--- src/pkg/tlc_pkg.sv ---
// Shared constants for the tension loss compensation and stall block
package tlc_pkg;
  localparam int              NUM_PTS        = 5;
  localparam int              SYNC_W         = 7;
  localparam int              IN_START       = 0;
  localparam int              IN_STALL       = 1;
  localparam int              IN_ACCEL       = 2;
  localparam int              IN_DECEL       = 3;
  localparam int              IN_PREEX       = 4;
  localparam int              IN_DCBRK       = 5;
  localparam int              IN_FSTOP       = 6;
  localparam logic [15:0]     FREQ_UNUSED    = 16'h270F;
  localparam logic [15:0]     FREQ_MAX       = 16'h9C40;
  localparam logic [9:0]      LOSS_ZERO      = 10'h1F4;
  localparam logic [9:0]      LOSS_MIN       = 10'h190;
  localparam logic [9:0]      LOSS_MAX       = 10'h258;
  localparam logic signed [15:0] PCT_TO_TENTH = 16'sh000A;
  localparam logic signed [16:0] COMP_LIM    = 17'sh003E8;
  localparam logic signed [16:0] MON_LIM     = 17'sh00FA0;
  localparam logic signed [16:0] WORD_LIM    = 17'sh07FFF;
  localparam logic signed [15:0] MON_OFS     = 16'sh1388;
  localparam logic signed [28:0] SCALE_UNITY = 29'sh00003E8;
  localparam logic [11:0]     STALL_TQ_RST   = 12'h0C8;
  localparam logic [11:0]     STALL_TQ_MAX   = 12'h7D0;
  localparam logic [15:0]     STALL_SPD_RST  = 16'h0064;
  localparam logic [15:0]     STALL_SPD_MAX  = 16'h1770;
  localparam logic [19:0]     RAMP_TIME_RST  = 20'h005DC;
  localparam logic [7:0]      MON_TENSION    = 8'h3F;
  localparam logic [7:0]      MON_LOSS       = 8'h40;
  localparam logic [7:0]      MON_INERTIA    = 8'h41;
  localparam int              CLK_PERIOD_NS  = 50;
  localparam int              RAMP_UNIT_NS   = 10000000;
  localparam int              RAMP_UNIT_CYC  = RAMP_UNIT_NS / CLK_PERIOD_NS;
  localparam int              DIV_NW         = 28;
  localparam int              DIV_DW         = 16;
  localparam int              DIV_CNT_W      = 5;
  localparam int              ACC_W          = 48;
endpackage

--- src/pkg/tlc_div_if.sv ---
// Handshake between the loss curve logic and its serial divider
interface tlc_div_if #(
  parameter int NW = 28,
  parameter int DW = 16
);
  logic          start;
  logic [NW-1:0] num;
  logic [DW-1:0] den;
  logic          done;
  logic [NW-1:0] quot;
  modport master (output start, output num, output den, input done, input quot);
  modport slave  (input start, input num, input den, output done, output quot);
endinterface

--- src/design/tlc_tension_core.sv ---
// Loss compensation, stall operation and monitor output of the tension drive
//
// Overview of operation
// - Up to five frequency/loss break points accepted
// - Loss and bias decode as setting minus 500
// - Linear interpolation between neighbouring break points
// - Compensation saturated at plus/minus one hundred percent
// - No points and nonzero bias: bias alone
// - Unwinding subtracts compensation, winding adds it
// - Break points ordered by ascending frequency
// - Equal frequencies: lowest index wins, others dropped
// - Any zero hertz point discards the bias
// - Frequency 0-400 Hz, 9999 reserved, losses reset 500
// - Stall plus start ramps limit to stall setting
// - Stall torque is command times stall scale
// - Inertia inputs cancel stall, restore normal values
// - Stall request forces loss compensation off
// - Stall reasserted while running reapplies stall behaviour
// - Pre-excite, DC brake, forced stop override stall
// - Start removed during stall ramps speed to zero
// - Monitor codes 63/64/65: tension, loss, inertia
// - Monitor values offset by plus 500 percent
// - Tension control disabled: monitor reports zero
// - Accel input adds, decel subtracts, both cancel
module tlc_tension_core
  import tlc_pkg::*;
#(
  parameter int RAMP_UNIT_CYCLES = RAMP_UNIT_CYC
)(
  input  wire logic                clk_sys_i,
  input  wire logic                rstn_i,
  input  wire logic                start_i,
  input  wire logic                stall_request_i,
  input  wire logic                accel_inertia_comp_in_i,
  input  wire logic                decel_inertia_comp_in_i,
  input  wire logic                pre_excite_input_i,
  input  wire logic                dc_brake_input_i,
  input  wire logic                forced_stop_i,
  input  wire logic                param_load_i,
  input  wire logic [15:0]         loss_point_freq_i [NUM_PTS],
  input  wire logic [9:0]          loss_point_loss_i [NUM_PTS],
  input  wire logic [9:0]          loss_bias_setting_i,
  input  wire logic                wind_direction_select_i,
  input  wire logic [11:0]         stall_torque_scale_i,
  input  wire logic [15:0]         stall_speed_limit_i,
  input  wire logic [19:0]         stall_ramp_time_i,
  input  wire logic [15:0]         ramp_ref_freq_i,
  input  wire logic [15:0]         normal_speed_limit_i,
  input  wire logic [15:0]         op_freq_i,
  input  wire logic signed [15:0]  torque_cmd_i,
  input  wire logic [15:0]         inertia_torque_i,
  input  wire logic [7:0]          monitor_selector_i,
  input  wire logic                tension_enable_i,
  output logic signed [15:0]       tension_cmd_o,
  output logic signed [15:0]       torque_out_o,
  output logic signed [15:0]       loss_comp_o,
  output logic [15:0]              speed_limit_o,
  output logic [15:0]              monitor_o,
  output logic                     stall_active_o
);
  typedef enum logic [1:0] {CV_SCAN = 2'b01, CV_WAIT = 2'b10} tlc_cv_state_t;

  function automatic logic signed [15:0] dec_loss(input logic [9:0] v);
    logic signed [15:0] d;
    d = $signed({6'h00, v}) - $signed({6'h00, LOSS_ZERO});
    return 16'(d * PCT_TO_TENTH);
  endfunction

  function automatic logic signed [15:0] sat(input logic signed [16:0] v,
                                             input logic signed [16:0] lim);
    if (v > lim)
      return 16'(lim);
    else if (v < -lim)
      return 16'(-lim);
    else
      return 16'(v);
  endfunction

  tlc_div_if #(.NW(DIV_NW), .DW(DIV_DW)) div_bus ();

  logic [SYNC_W-1:0] s1, s2, s3, filt, next_filt, pins;
  logic [15:0]       pf [NUM_PTS];
  logic [15:0]       next_pf [NUM_PTS];
  logic [9:0]        pl [NUM_PTS];
  logic [9:0]        next_pl [NUM_PTS];
  logic [9:0]        bias, next_bias;
  logic [11:0]       scale, next_scale;
  logic [15:0]       slim, next_slim;
  logic [19:0]       rtime, next_rtime;
  logic [NUM_PTS-1:0] pt_valid, pt_zero, pt_use;
  logic              lo_ok, hi_ok;
  logic [2:0]        lo_idx, hi_idx;
  tlc_cv_state_t     cv_state, next_cv_state;
  logic signed [15:0] base, next_base, comp, next_comp, curve;
  logic              neg, next_neg, div_go;
  logic signed [15:0] l_lo, l_hi, l_diff;
  logic [15:0]       l_mag;
  logic signed [15:0] tension, torque, loss_used, inertia, monitor_val;
  logic signed [15:0] next_tension, next_torque, next_loss_o, next_mon_s;
  logic [15:0]       monitor, next_monitor, spd, next_spd, spd_target;
  logic              stall_on, next_stall_on, stall_req, cancel, overr;
  logic [ACC_W-1:0]  acc, next_acc, acc_sum, ramp_thr;
  logic signed [28:0] scaled;

  assign pins = {forced_stop_i, dc_brake_input_i, pre_excite_input_i,
                 decel_inertia_comp_in_i, accel_inertia_comp_in_i,
                 stall_request_i, start_i};
  // A pin change counts only once the last two stages agree
  assign next_filt = (~(s2 ^ s3) & s3) | ((s2 ^ s3) & filt);

  always_comb begin
    next_pf    = pf;
    next_pl    = pl;
    next_bias  = bias;
    next_scale = scale;
    next_slim  = slim;
    next_rtime = rtime;
    if (param_load_i) begin
      for (int i = 0; i < NUM_PTS; i++) begin
        // Out of range codes saturate rather than being rejected
        if (loss_point_freq_i[i] != FREQ_UNUSED && loss_point_freq_i[i] > FREQ_MAX)
          next_pf[i] = FREQ_MAX;
        else
          next_pf[i] = loss_point_freq_i[i];
        if (loss_point_loss_i[i] < LOSS_MIN)
          next_pl[i] = LOSS_MIN;
        else if (loss_point_loss_i[i] > LOSS_MAX)
          next_pl[i] = LOSS_MAX;
        else
          next_pl[i] = loss_point_loss_i[i];
      end
      next_bias  = (loss_bias_setting_i < LOSS_MIN) ? LOSS_MIN :
                   (loss_bias_setting_i > LOSS_MAX) ? LOSS_MAX : loss_bias_setting_i;
      next_scale = (stall_torque_scale_i > STALL_TQ_MAX) ? STALL_TQ_MAX
                                                         : stall_torque_scale_i;
      next_slim  = (stall_speed_limit_i > STALL_SPD_MAX) ? STALL_SPD_MAX
                                                         : stall_speed_limit_i;
      next_rtime = stall_ramp_time_i;
    end
  end

  genvar g;
  generate
    for (g = 0; g < NUM_PTS; g++) begin : gen_pt
      assign pt_valid[g] = (pf[g] != FREQ_UNUSED);
      assign pt_zero[g]  = (pf[g] == 16'h0000);
    end
  endgenerate

  // Neighbour search stands in for a sort: same result, no sort network
  always_comb begin
    pt_use = pt_valid;
    lo_ok  = 1'b0;
    hi_ok  = 1'b0;
    lo_idx = 3'h0;
    hi_idx = 3'h0;
    for (int i = 1; i < NUM_PTS; i++)
      for (int j = 0; j < i; j++)
        if (pt_valid[j] && pf[j] == pf[i])
          pt_use[i] = 1'b0;
    for (int i = 0; i < NUM_PTS; i++) begin
      if (pt_use[i]) begin
        if (pf[i] <= op_freq_i) begin
          if (!lo_ok || pf[i] > pf[lo_idx]) begin
            lo_ok  = 1'b1;
            lo_idx = 3'(i);
          end
        end else if (!hi_ok || pf[i] < pf[hi_idx]) begin
          hi_ok  = 1'b1;
          hi_idx = 3'(i);
        end
      end
    end
  end

  assign l_lo   = dec_loss(pl[lo_idx]);
  assign l_hi   = dec_loss(pl[hi_idx]);
  assign l_diff = l_hi - l_lo;
  assign l_mag  = l_diff[15] ? 16'(-l_diff) : 16'(l_diff);
  assign div_go = (cv_state == CV_SCAN) && lo_ok && hi_ok;
  assign div_bus.start = div_go;
  assign div_bus.num   = DIV_NW'(32'(op_freq_i - pf[lo_idx]) * 32'(l_mag));
  assign div_bus.den   = pf[hi_idx] - pf[lo_idx];

  always_comb begin
    next_cv_state = cv_state;
    next_base     = base;
    next_neg      = neg;
    next_comp     = comp;
    curve         = 16'sh0000;
    case (cv_state)
      CV_SCAN: begin
        if (div_go) begin
          next_base     = l_lo;
          next_neg      = l_diff[15];
          next_cv_state = CV_WAIT;
        end else begin
          // Outside the configured span the end point value is held
          curve     = lo_ok ? l_lo : (hi_ok ? l_hi : 16'sh0000);
          next_comp = sat(17'(curve) + 17'(|pt_zero ? 16'sh0000 : dec_loss(bias)),
                          COMP_LIM);
        end
      end
      CV_WAIT: begin
        if (div_bus.done) begin
          curve         = neg ? base - 16'(div_bus.quot) : base + 16'(div_bus.quot);
          next_comp     = sat(17'(curve) + 17'(|pt_zero ? 16'sh0000 : dec_loss(bias)),
                              COMP_LIM);
          next_cv_state = CV_SCAN;
        end
      end
      default: next_cv_state = CV_SCAN;
    endcase
  end

  tlc_divider u_div (
    .clk_sys_i (clk_sys_i),
    .rstn_i    (rstn_i),
    .div       (div_bus.slave)
  );

  assign stall_req = filt[IN_STALL];
  assign cancel    = filt[IN_ACCEL] | filt[IN_DECEL];
  assign overr     = filt[IN_PREEX] | filt[IN_DCBRK] | filt[IN_FSTOP];

  always_comb begin
    next_stall_on = stall_req && !cancel && !overr;
    loss_used     = stall_req ? 16'sh0000 : comp;
    if (filt[IN_ACCEL] && !filt[IN_DECEL])
      inertia = $signed(inertia_torque_i);
    else if (filt[IN_DECEL] && !filt[IN_ACCEL])
      inertia = -$signed(inertia_torque_i);
    else
      inertia = 16'sh0000;
    if (wind_direction_select_i)
      next_tension = sat(17'(torque_cmd_i) - 17'(loss_used), WORD_LIM);
    else
      next_tension = sat(17'(torque_cmd_i) + 17'(loss_used), WORD_LIM);
    scaled = 29'(torque_cmd_i) * $signed({17'h00000, scale}) / SCALE_UNITY;
    if (next_stall_on)
      next_torque = sat(17'(scaled), WORD_LIM);
    else
      next_torque = sat(17'(next_tension) + 17'(inertia), WORD_LIM);
    next_loss_o = loss_used;
  end

  // Rate accumulator: one 0.01 Hz step whenever ramp time worth of reference builds up
  assign spd_target = filt[IN_START] ? slim : 16'h0000;
  assign ramp_thr   = ACC_W'(rtime) * ACC_W'(RAMP_UNIT_CYCLES);
  assign acc_sum    = acc + ACC_W'(ramp_ref_freq_i);

  always_comb begin
    next_spd = spd;
    next_acc = '0;
    if (!next_stall_on) begin
      next_spd = normal_speed_limit_i;
    end else if (rtime == 20'h00000) begin
      next_spd = spd_target;
    end else if (spd != spd_target) begin
      next_acc = acc_sum;
      if (acc_sum >= ramp_thr) begin
        next_acc = acc_sum - ramp_thr;
        next_spd = (spd < spd_target) ? spd + 16'h0001 : spd - 16'h0001;
      end
    end
  end

  always_comb begin
    case (monitor_selector_i)
      MON_TENSION: monitor_val = tension;
      MON_LOSS:    monitor_val = loss_used;
      MON_INERTIA: monitor_val = inertia;
      default:     monitor_val = 16'sh0000;
    endcase
    next_mon_s   = sat(17'(monitor_val), MON_LIM) + MON_OFS;
    next_monitor = (tension_enable_i && (monitor_selector_i == MON_TENSION ||
                    monitor_selector_i == MON_LOSS || monitor_selector_i == MON_INERTIA))
                   ? next_mon_s : 16'h0000;
  end

  always_ff @(posedge clk_sys_i) begin
    if (!rstn_i) begin
      s1       <= '0;
      s2       <= '0;
      s3       <= '0;
      filt     <= '0;
      for (int i = 0; i < NUM_PTS; i++) begin
        pf[i] <= FREQ_UNUSED;
        pl[i] <= LOSS_ZERO;
      end
      bias     <= LOSS_ZERO;
      scale    <= STALL_TQ_RST;
      slim     <= STALL_SPD_RST;
      rtime    <= RAMP_TIME_RST;
      cv_state <= CV_SCAN;
      base     <= 16'sh0000;
      neg      <= 1'b0;
      comp     <= 16'sh0000;
      tension  <= 16'sh0000;
      torque   <= 16'sh0000;
      loss_comp_o <= 16'sh0000;
      monitor  <= 16'h0000;
      spd      <= 16'h0000;
      acc      <= '0;
      stall_on <= 1'b0;
    end else begin
      s1       <= pins;
      s2       <= s1;
      s3       <= s2;
      filt     <= next_filt;
      pf       <= next_pf;
      pl       <= next_pl;
      bias     <= next_bias;
      scale    <= next_scale;
      slim     <= next_slim;
      rtime    <= next_rtime;
      cv_state <= next_cv_state;
      base     <= next_base;
      neg      <= next_neg;
      comp     <= next_comp;
      tension  <= next_tension;
      torque   <= next_torque;
      loss_comp_o <= next_loss_o;
      monitor  <= next_monitor;
      spd      <= next_spd;
      acc      <= next_acc;
      stall_on <= next_stall_on;
    end
  end

  assign tension_cmd_o  = tension;
  assign torque_out_o   = torque;
  assign monitor_o      = monitor;
  assign speed_limit_o  = spd;
  assign stall_active_o = stall_on;
endmodule

--- src/design/tlc_divider.sv ---
// Serial restoring divider used for break point interpolation
module tlc_divider
  import tlc_pkg::*;
(
  input  wire logic clk_sys_i,
  input  wire logic rstn_i,
  tlc_div_if.slave  div
);
  typedef enum logic [1:0] {DV_IDLE = 2'b01, DV_RUN = 2'b10} tlc_dv_state_t;

  tlc_dv_state_t          state;
  tlc_dv_state_t          next_state;
  logic [DIV_DW:0]        rem;
  logic [DIV_DW:0]        next_rem;
  logic [DIV_NW-1:0]      quo;
  logic [DIV_NW-1:0]      next_quo;
  logic [DIV_DW-1:0]      den;
  logic [DIV_DW-1:0]      next_den;
  logic [DIV_CNT_W-1:0]   cnt;
  logic [DIV_CNT_W-1:0]   next_cnt;
  logic                   done;
  logic                   next_done;
  logic [DIV_DW:0]        trial;

  always_comb begin
    next_state = state;
    next_rem   = rem;
    next_quo   = quo;
    next_den   = den;
    next_cnt   = cnt;
    next_done  = 1'b0;
    trial      = {rem[DIV_DW-1:0], quo[DIV_NW-1]};
    case (state)
      DV_IDLE: begin
        if (div.start) begin
          next_rem   = '0;
          next_quo   = div.num;
          next_den   = div.den;
          next_cnt   = DIV_CNT_W'(DIV_NW - 1);
          next_state = DV_RUN;
        end
      end
      DV_RUN: begin
        // One quotient bit per clock keeps the datapath narrow
        if (trial >= {1'b0, den}) begin
          next_rem = trial - {1'b0, den};
          next_quo = {quo[DIV_NW-2:0], 1'b1};
        end else begin
          next_rem = trial;
          next_quo = {quo[DIV_NW-2:0], 1'b0};
        end
        next_cnt = cnt - 1'b1;
        if (cnt == '0) begin
          next_done  = 1'b1;
          next_state = DV_IDLE;
        end
      end
      default: next_state = DV_IDLE;
    endcase
  end

  always_ff @(posedge clk_sys_i) begin
    if (!rstn_i) begin
      state <= DV_IDLE;
      rem   <= '0;
      quo   <= '0;
      den   <= '0;
      cnt   <= '0;
      done  <= 1'b0;
    end else begin
      state <= next_state;
      rem   <= next_rem;
      quo   <= next_quo;
      den   <= next_den;
      cnt   <= next_cnt;
      done  <= next_done;
    end
  end

  assign div.done = done;
  assign div.quot = quo;
endmodule

--- config.mk ---
export PLATFORM = sky130hd
export DESIGN_NAME = tlc_tension_core
export DESIGN_NICKNAME = d
export VERILOG_FILES = /design/src/pkg/tlc_pkg.sv /design/src/pkg/tlc_div_if.sv /design/src/design/tlc_tension_core.sv /design/src/design/tlc_divider.sv
export SDC_FILE = /design/constraint.sdc
export NUM_CORES = 2
export LEC_CHECK = 0
export ABC_AREA = 1
export BUFFER_PORTS_ARGS = -buffer_cell sky130_fd_sc_hd__buf_2
export CORE_MARGIN = 1.5
export CORE_UTILIZATION = 53
export DETAILED_ROUTE_END_ITERATION = 8
export PLACE_DENSITY = 0.7
export SLEW_MARGIN = 30
export SYNTH_ARGS = -nofsm -noshare
export SYNTH_HDL_FRONTEND = slang
export SYNTH_HIERARCHICAL = 1
export SYNTH_SLANG_ARGS = --single-unit
--- constraint.sdc ---
create_clock -name clk_sys_i -period 31.2 [get_ports clk_sys_i]
set_input_delay 6.24 -clock clk_sys_i [delete_from_list [all_inputs] [get_ports clk_sys_i]]
set_output_delay 6.24 -clock clk_sys_i [all_outputs]
set_load 0.01 [all_outputs]
Word-level counts from Yosys, hierarchy flattened
Index checks and enable logic that the tools add are counted.
{ "classes": {"addsub": 22, "multipliers": 6, "div": 1, "order_cmp": 57, "eq_ne": 35, "shift": 0, "muxes": 160, "bitwise_logic": 19, "reduce_logical": 64} }
{ "op_table": {"columns": ["op", "n"], "rows": [
  ["two-way mux 16 bit", 55],
  ["binary-select mux 16 bit (select 3 bit)", 8],
  ["== test 16 bit", 10],
  ["two-way mux 10 bit", 16],
  ["inequality test 16 x 14 -> 1 bit (second input constant)", 10],
  ["> comparator 16 bit (second input constant)", 5],
  ["<= comparator 16 bit", 5],
  ["zero test 16 bit", 5],
  ["less-than comparator 16 bit", 5],
  ["> comparator 17 x 16 -> 1 bit (second input constant)", 4],
  ["less-than comparator 17 x 16 -> 1 bit (second input constant)", 4],
  ["> comparator 16 bit", 4],
  ["one-hot mux 16 bit (2 select lines)", 2],
  ["subtractor 16 bit", 4],
  ["binary-select mux 10 bit (select 3 bit)", 2],
  ["> comparator 10 bit (second input constant)", 6],
  ["less-than comparator 10 x 9 -> 1 bit (second input constant)", 6],
  ["one-hot mux 28 bit (2 select lines)", 1],
  ["two-way mux 3 bit", 18],
  ["adder 48 x 16 -> 48 bit", 1],
  ["greater-or-equal comparator 48 x 38 -> 1 bit", 1],
  ["two-way mux 48 bit", 1],
  ["one-hot mux 16 bit (3 select lines)", 1],
  ["subtractor 48 x 38 -> 48 bit", 1],
  ["55 further kinds", 189]
]} }
{ "totals": {"ff_bits": 447, "latch_bits": 0, "mem_bits_rw": 0, "mem_bits_ro": 0, "inputBits": 288, "output_inout_bits": 81, "word_cells": 399, "n_memories": 0} }

Logic depth before layout (Yosys ltp)
{ "logic_depth": {"depth_word": 49, "depth_mapped": 152} }

Cells and area by module
Netlist, hierarchy kept.
{ "by_module_without_submodules": {"columns": ["mod", "instances", "cells_per_inst", "area_per_inst_um2"], "rows": [
  ["tlc_tension_core", 1, 9164, 63628.5],
  ["tlc_divider", 1, 552, 3928.8]
]} }

Worst setup path before layout
Ideal clock, no wire load.
{ "synth_timing": {"path_kind": "in2reg", "startpoint": "input port op_freq_i[15]", "endpoint": "register u_div.quo[27] (netlist: u_div/div.quot[27])", "arrival_ps": 24838, "setup_slack_ps": 6229, "cell_stages": 126, "n_path_buf": 10, "cell_sequence": "inv_1 > ha_1 > nand2_1 > nor2_1 > nand4_1 > nor3b_1 > nand3_1 > a21oi_1 > nand2_1 > nand2_1 > clkbuf_1 > nor2_1 > a21oi_1 > ha_1 > a21oi_1 > nor2_1 > a211oi_1 > nor2_1 > (+90 left out) > a21oi_1 > o21ai_0 > nand3_1 > nand2_1 > nand3_1 > nand2_1 > a21oi_1 > nor2_1 > nor2_1 > xor2_1 > xor2_1 > xnor2_1 > xnor2_1 > xor2_1 > xor2_1 > inv_1 > nand2_1 > a31oi_1"} }
{ "synth_via": {"elab_chain_cells": 47} }
{ "synth_lines": {"columns": ["item", "line_no", "source"], "rows": [
  ["start: declaration", "tlc_tension_core.sv:49", "input wire logic [15:0] op_freq_i,"],
  ["<= comparator 16 bit", "tlc_tension_core.sv:163", "if (pf[i] <= op_freq_i) begin"],
  ["two-way mux 1 bit", "tlc_tension_core.sv:163", null],
  ["two-way mux 1 bit", "tlc_tension_core.sv:162", "if (pt_use[i]) begin"],
  ["zero test 1 bit, on equally long branches", "tlc_tension_core.sv:168, tlc_tension_core.sv:164", null],
  ["logical OR 1 bit, on equally long branches", "tlc_tension_core.sv:168, tlc_tension_core.sv:164", null],
  ["two-way mux 1 bit, on equally long branches", "tlc_tension_core.sv:168, tlc_tension_core.sv:164", null],
  ["two-way mux 1 bit", "tlc_tension_core.sv:163", null],
  ["two-way mux 1 bit", "tlc_tension_core.sv:162", null],
  ["(+32 left out)", null, null],
  ["multiplier 11 x 4 -> 15 bit", "tlc_tension_core.sv:66", "return 16'(d * PCT_TO_TENTH);"],
  ["subtractor 16 bit", "tlc_tension_core.sv:178", "assign l_diff = l_hi - l_lo;"],
  ["negator 16 bit", "tlc_tension_core.sv:179", "assign l_mag = l_diff[15] ? 16'(-l_diff) : 16'(l_diff);"],
  ["two-way mux 16 bit", "tlc_tension_core.sv:179", null],
  ["multiplier 17 x 17 -> 28 bit (*)", "tlc_tension_core.sv:182", "assign div_bus.num = DIV_NW'(32'(op_freq_i - pf[lo_idx]) * 32'(l_mag));"],
  ["via div_bus.num[27]", "tlc_div_if.sv:7", "logic [NW-1:0] num;"],
  ["two-way mux 28 bit (*)", "tlc_divider.sv:35", "if (div.start) begin"],
  ["one-hot mux 28 bit (2 select lines) (*)", "tlc_divider.sv:33", "case (state)"],
  ["end signal: assignment", "tlc_divider.sv:73", "quo <= next_quo;"],
  ["end: declaration", "tlc_divider.sv:15", "logic [DIV_NW-1:0] quo;"]
]} }
Mark *: on every way through the listed nets, which the timed path passes. The rest lies on a longest branch. The select of a mux whose other input is x is not followed.
A chain may end at the register's enable or synchronous reset.

Worst setup path in the final report
Ends and elaborated chain as after synthesis.

==> flow_summary.json <==
{
  "status": "finished, final reports clean",
  "syn_area_per_cell_sq_um": 6.95,
  "ant_nets": 0,
  "start_util_pct": 53.6,
  "fillers": 12300,
  "grt_pass1_vias": 64600,
  "cp-start-kind": "input pin",
  "grt-ovfl-total": 0,
  "async_flop_share_pct": 0,
  "worstSetupPathType": "in -> reg",
  "root_buffer": "clkbuf_16",
  "layout_min_cycle_time_ns": 29.41,
  "final.setup.tns_ns": 0,
  "numCtsBuffers": 57,
  "fmax_ghz": 0.0340,
  "synth_largest_area_cell": "ha_1",
  "clock_latency_ns": 0.69,
  "wirelength_microns": 247000,
  "cts.clk_slew.worst_paths_ns": 0.06,
  "grt_pass1_wl_microns": 376000,
  "wire_per_inst_microns": 21.2,
  "grtUsageTotal_pct": 37.3,
  "finalHoldViolations": 0,
  "die_area_sq_mm": 0.130,
  "drtPass1Iterations": 8,
  "fin_hold_ws_ns": 0.420,
  "viasPerCell": 5.76,
  "grt_max_degree": 62,
  "synthTopCellsByArea": "ha_1, fa_1, dfxtp_1",
  "cts_tree": "done",
  "fin_nets": 11500,
  "synth_common_cells": "inv_1, nand2_1, ha_1, nor2_1, a21oi_1",
  "synth_edf_count": 0,
  "synth_warnings": 6,
  "num_rows": 130,
  "slew_viol_final": 0,
  "critPathMaxFanout": 41,
  "maxCapViolations": 0,
  "die_y_microns": 360,
  "via_count": 67100,
  "synth-seq-cells": 447,
  "critical_path.top_delay_family": "compound AO/OA/AOI/OAI gates",
  "period_share_pct": 94.2,
  "final_cell_area_sq_mm": 0.0732,
  "cts_max_level": 2,
  "die_w_microns": 360,
  "netlist_area_sq_mm": 0.0676,
  "slowest_delay_ns": 0.80,
  "place_area_sq_mm": 0.0711,
  "netlist.area_leader.share_pct": 14.5,
  "r2r-end": "u_div/div.quot[27]",
  "ioPinCount": 369,
  "min_to": "s2[0]",
  "crit_top_cell": "inv_1",
  "drcViolationCount": 0,
  "hold_depth": 2,
  "post-route-util_pct": 58.0,
  "dp_hpwl_microns": 200000,
  "cts_resized": 0,
  "cts.sinks": 447,
  "rsz0062_at_grt": "no",
  "hp-class": "reg -> reg",
  "synth-main-ff-cell": "dfxtp_1",
  "portBuffers": 368,
  "core_area_sq_mm": 0.126,
  "r2r_start": "pf[64]",
  "setup_viol": 0,
  "slowest_stage": "o31ai_4",
  "arrival_ns": 29.94,
  "synth_fp_nets": 11300,
  "ys_seq_area_share_pct": 13.2,
  "r2r_cells": 122,
  "place_congestion": 1.05,
  "end_kind": "register",
  "slew_headroom_pct": 24.6,
  "yosysUniqueCellTypes": 94,
  "skew_ns": 0.0256,
  "worstPathRequired_ns": 31.73,
  "r2r_setup_slack_ns": 6.14,
  "worst-path-buf-inv": 24,
  "antenna_found_initial": 26,
  "synth_cells": 9716,
  "hold_buffers": 0,
  "drt-initial-drc-count": 6848,
  "final_layout_size_suffix_gt1_share_pct": 10.8,
  "yosysMostFrequentCell": "inv_1",
  "worst_pin_slew_ns": 1.12,
  "clockBufferDepth": 3,
  "area_growth_pct": 8.28,
  "post_cts_buffers": 0,
  "min_from": "s1[0]"
}
==> per-layer routing <==
metal	vias to the layer above	global-route usage, %	part of all wire, %
met3	473	8.79	11
met1	31800	51.2	43
li1	31800	-	-
met5	-	0	0.023
met2	3033	57.5	43
met4	8	12.1	3.5
==> flip-flops by register name (all words and copies together) (netlist names), 7 cells and up, named ones only <==
name            count
pf                 80
pl                 50
acc                48
u_div/div.quot     28
rtime              20
comp               16
loss_comp_o        16
monitor_o          16
slim               16
speed_limit_o      16
tension_cmd_o      16
torque_out_o       16
u_div/den          16
u_div/rem          16
base               15
scale              12
bias               10
s1                  7
s2                  7
s3                  7
==> metrics by stage <==
| stage | worst slack (ns) | instances |
|---|---|---|
| finish | 1.79 | 11600 |
| global route | 0.126 | 11600 |
| CTS | 2.03 | 11600 |
| detailed placement | 1.35 | 11500 |
| global placement | 1.93 | 11500 |
| floorplan | 6.23 | 9716 |
==> worst register-to-register path: cells and delay by family, from the launching register on <==
kind / cells / cell delay (ns)
buffers and inverters: 24 / 4.75
AOI/OAI and AO/OA: 42 / 8.10
adders and majority gates: 13 / 4.61
DFF: 1 / 0.80
and+or+nand+nor: 34 / 5.05
xor gates and xnor gates: 9 / 1.61
==> cell families after synthesis <==
logic type,synth area share [%]
and+or+nand+nor,24.0
buffers and inverters,12.4
AOI/OAI and AO/OA,15.8
adders and majority gates,28.3
xor gates and xnor gates,6.18
DFF,13.2
other,0.00555
muxes,0.0148
==> placed cells by master, fill, tap and decap left out, types with 25 or more instances in the layout <==
master     count
dfxtp_1      447
nand4_1      131
inv_2         48
nor4_1        53
nand3b_1      26
clkinv_1      25
o31ai_1       36
fa_1         466
o21bai_1      77
xor2_1       320
nand2_1     1748
nor2_1       689
xnor2_1      147
buf_4        110
clkbuf_16     58
a21oi_2       31
nor3_1       106
a221oi_1      28
nand2_2      167
a211oi_1      27
nor2_2        48
nand3_2       47
nand2_4       37
o21ai_1       32
nand3_1      379
a21oi_1      646
ha_1         785
o22ai_1       37
o21ai_0      529
buf_2        366
or2_2         31
a31oi_1       55
a22oi_1       30
o211ai_1     109
inv_1       1785
==> layout make-up <==
cell class | instances | area (sq um) | area share, %
Antenna cell | 16 | 40.0 | 0.0547
Tap cell | 1650 | 2060 | 2.82
Clock inverter | 32 | 455 | 0.623
Timing Repair Buffer | 477 | 2670 | 3.65
Inverter | 1871 | 7080 | 9.68
Multi-Input combinational cell | 7076 | 50300 | 68.8
Clock buffer | 74 | 1580 | 2.16
Sequential cell | 447 | 8950 | 12.2
==> worst max-delay path by stage <==
stage	slack, ns	end	startpoint	depth (start not counted)
6_report	1.79	u_div/div.quot[27]	op_freq_i[15]	122
5_1_grt	0.13	u_div/div.quot[27]	op_freq_i[1]	120
4_1_cts	2.03	u_div/div.quot[27]	op_freq_i[1]	119
3_5_place_dp	1.35	u_div/div.quot[27]	op_freq_i[1]	120
3_3_place_gp	1.93	u_div/div.quot[27]	op_freq_i[1]	119
2_1_floorplan	6.23	u_div/div.quot[27]	op_freq_i[15]	126
Power is not shown: default switching activity piles up to over one toggle a cycle in this logic, so the estimate is an artifact.
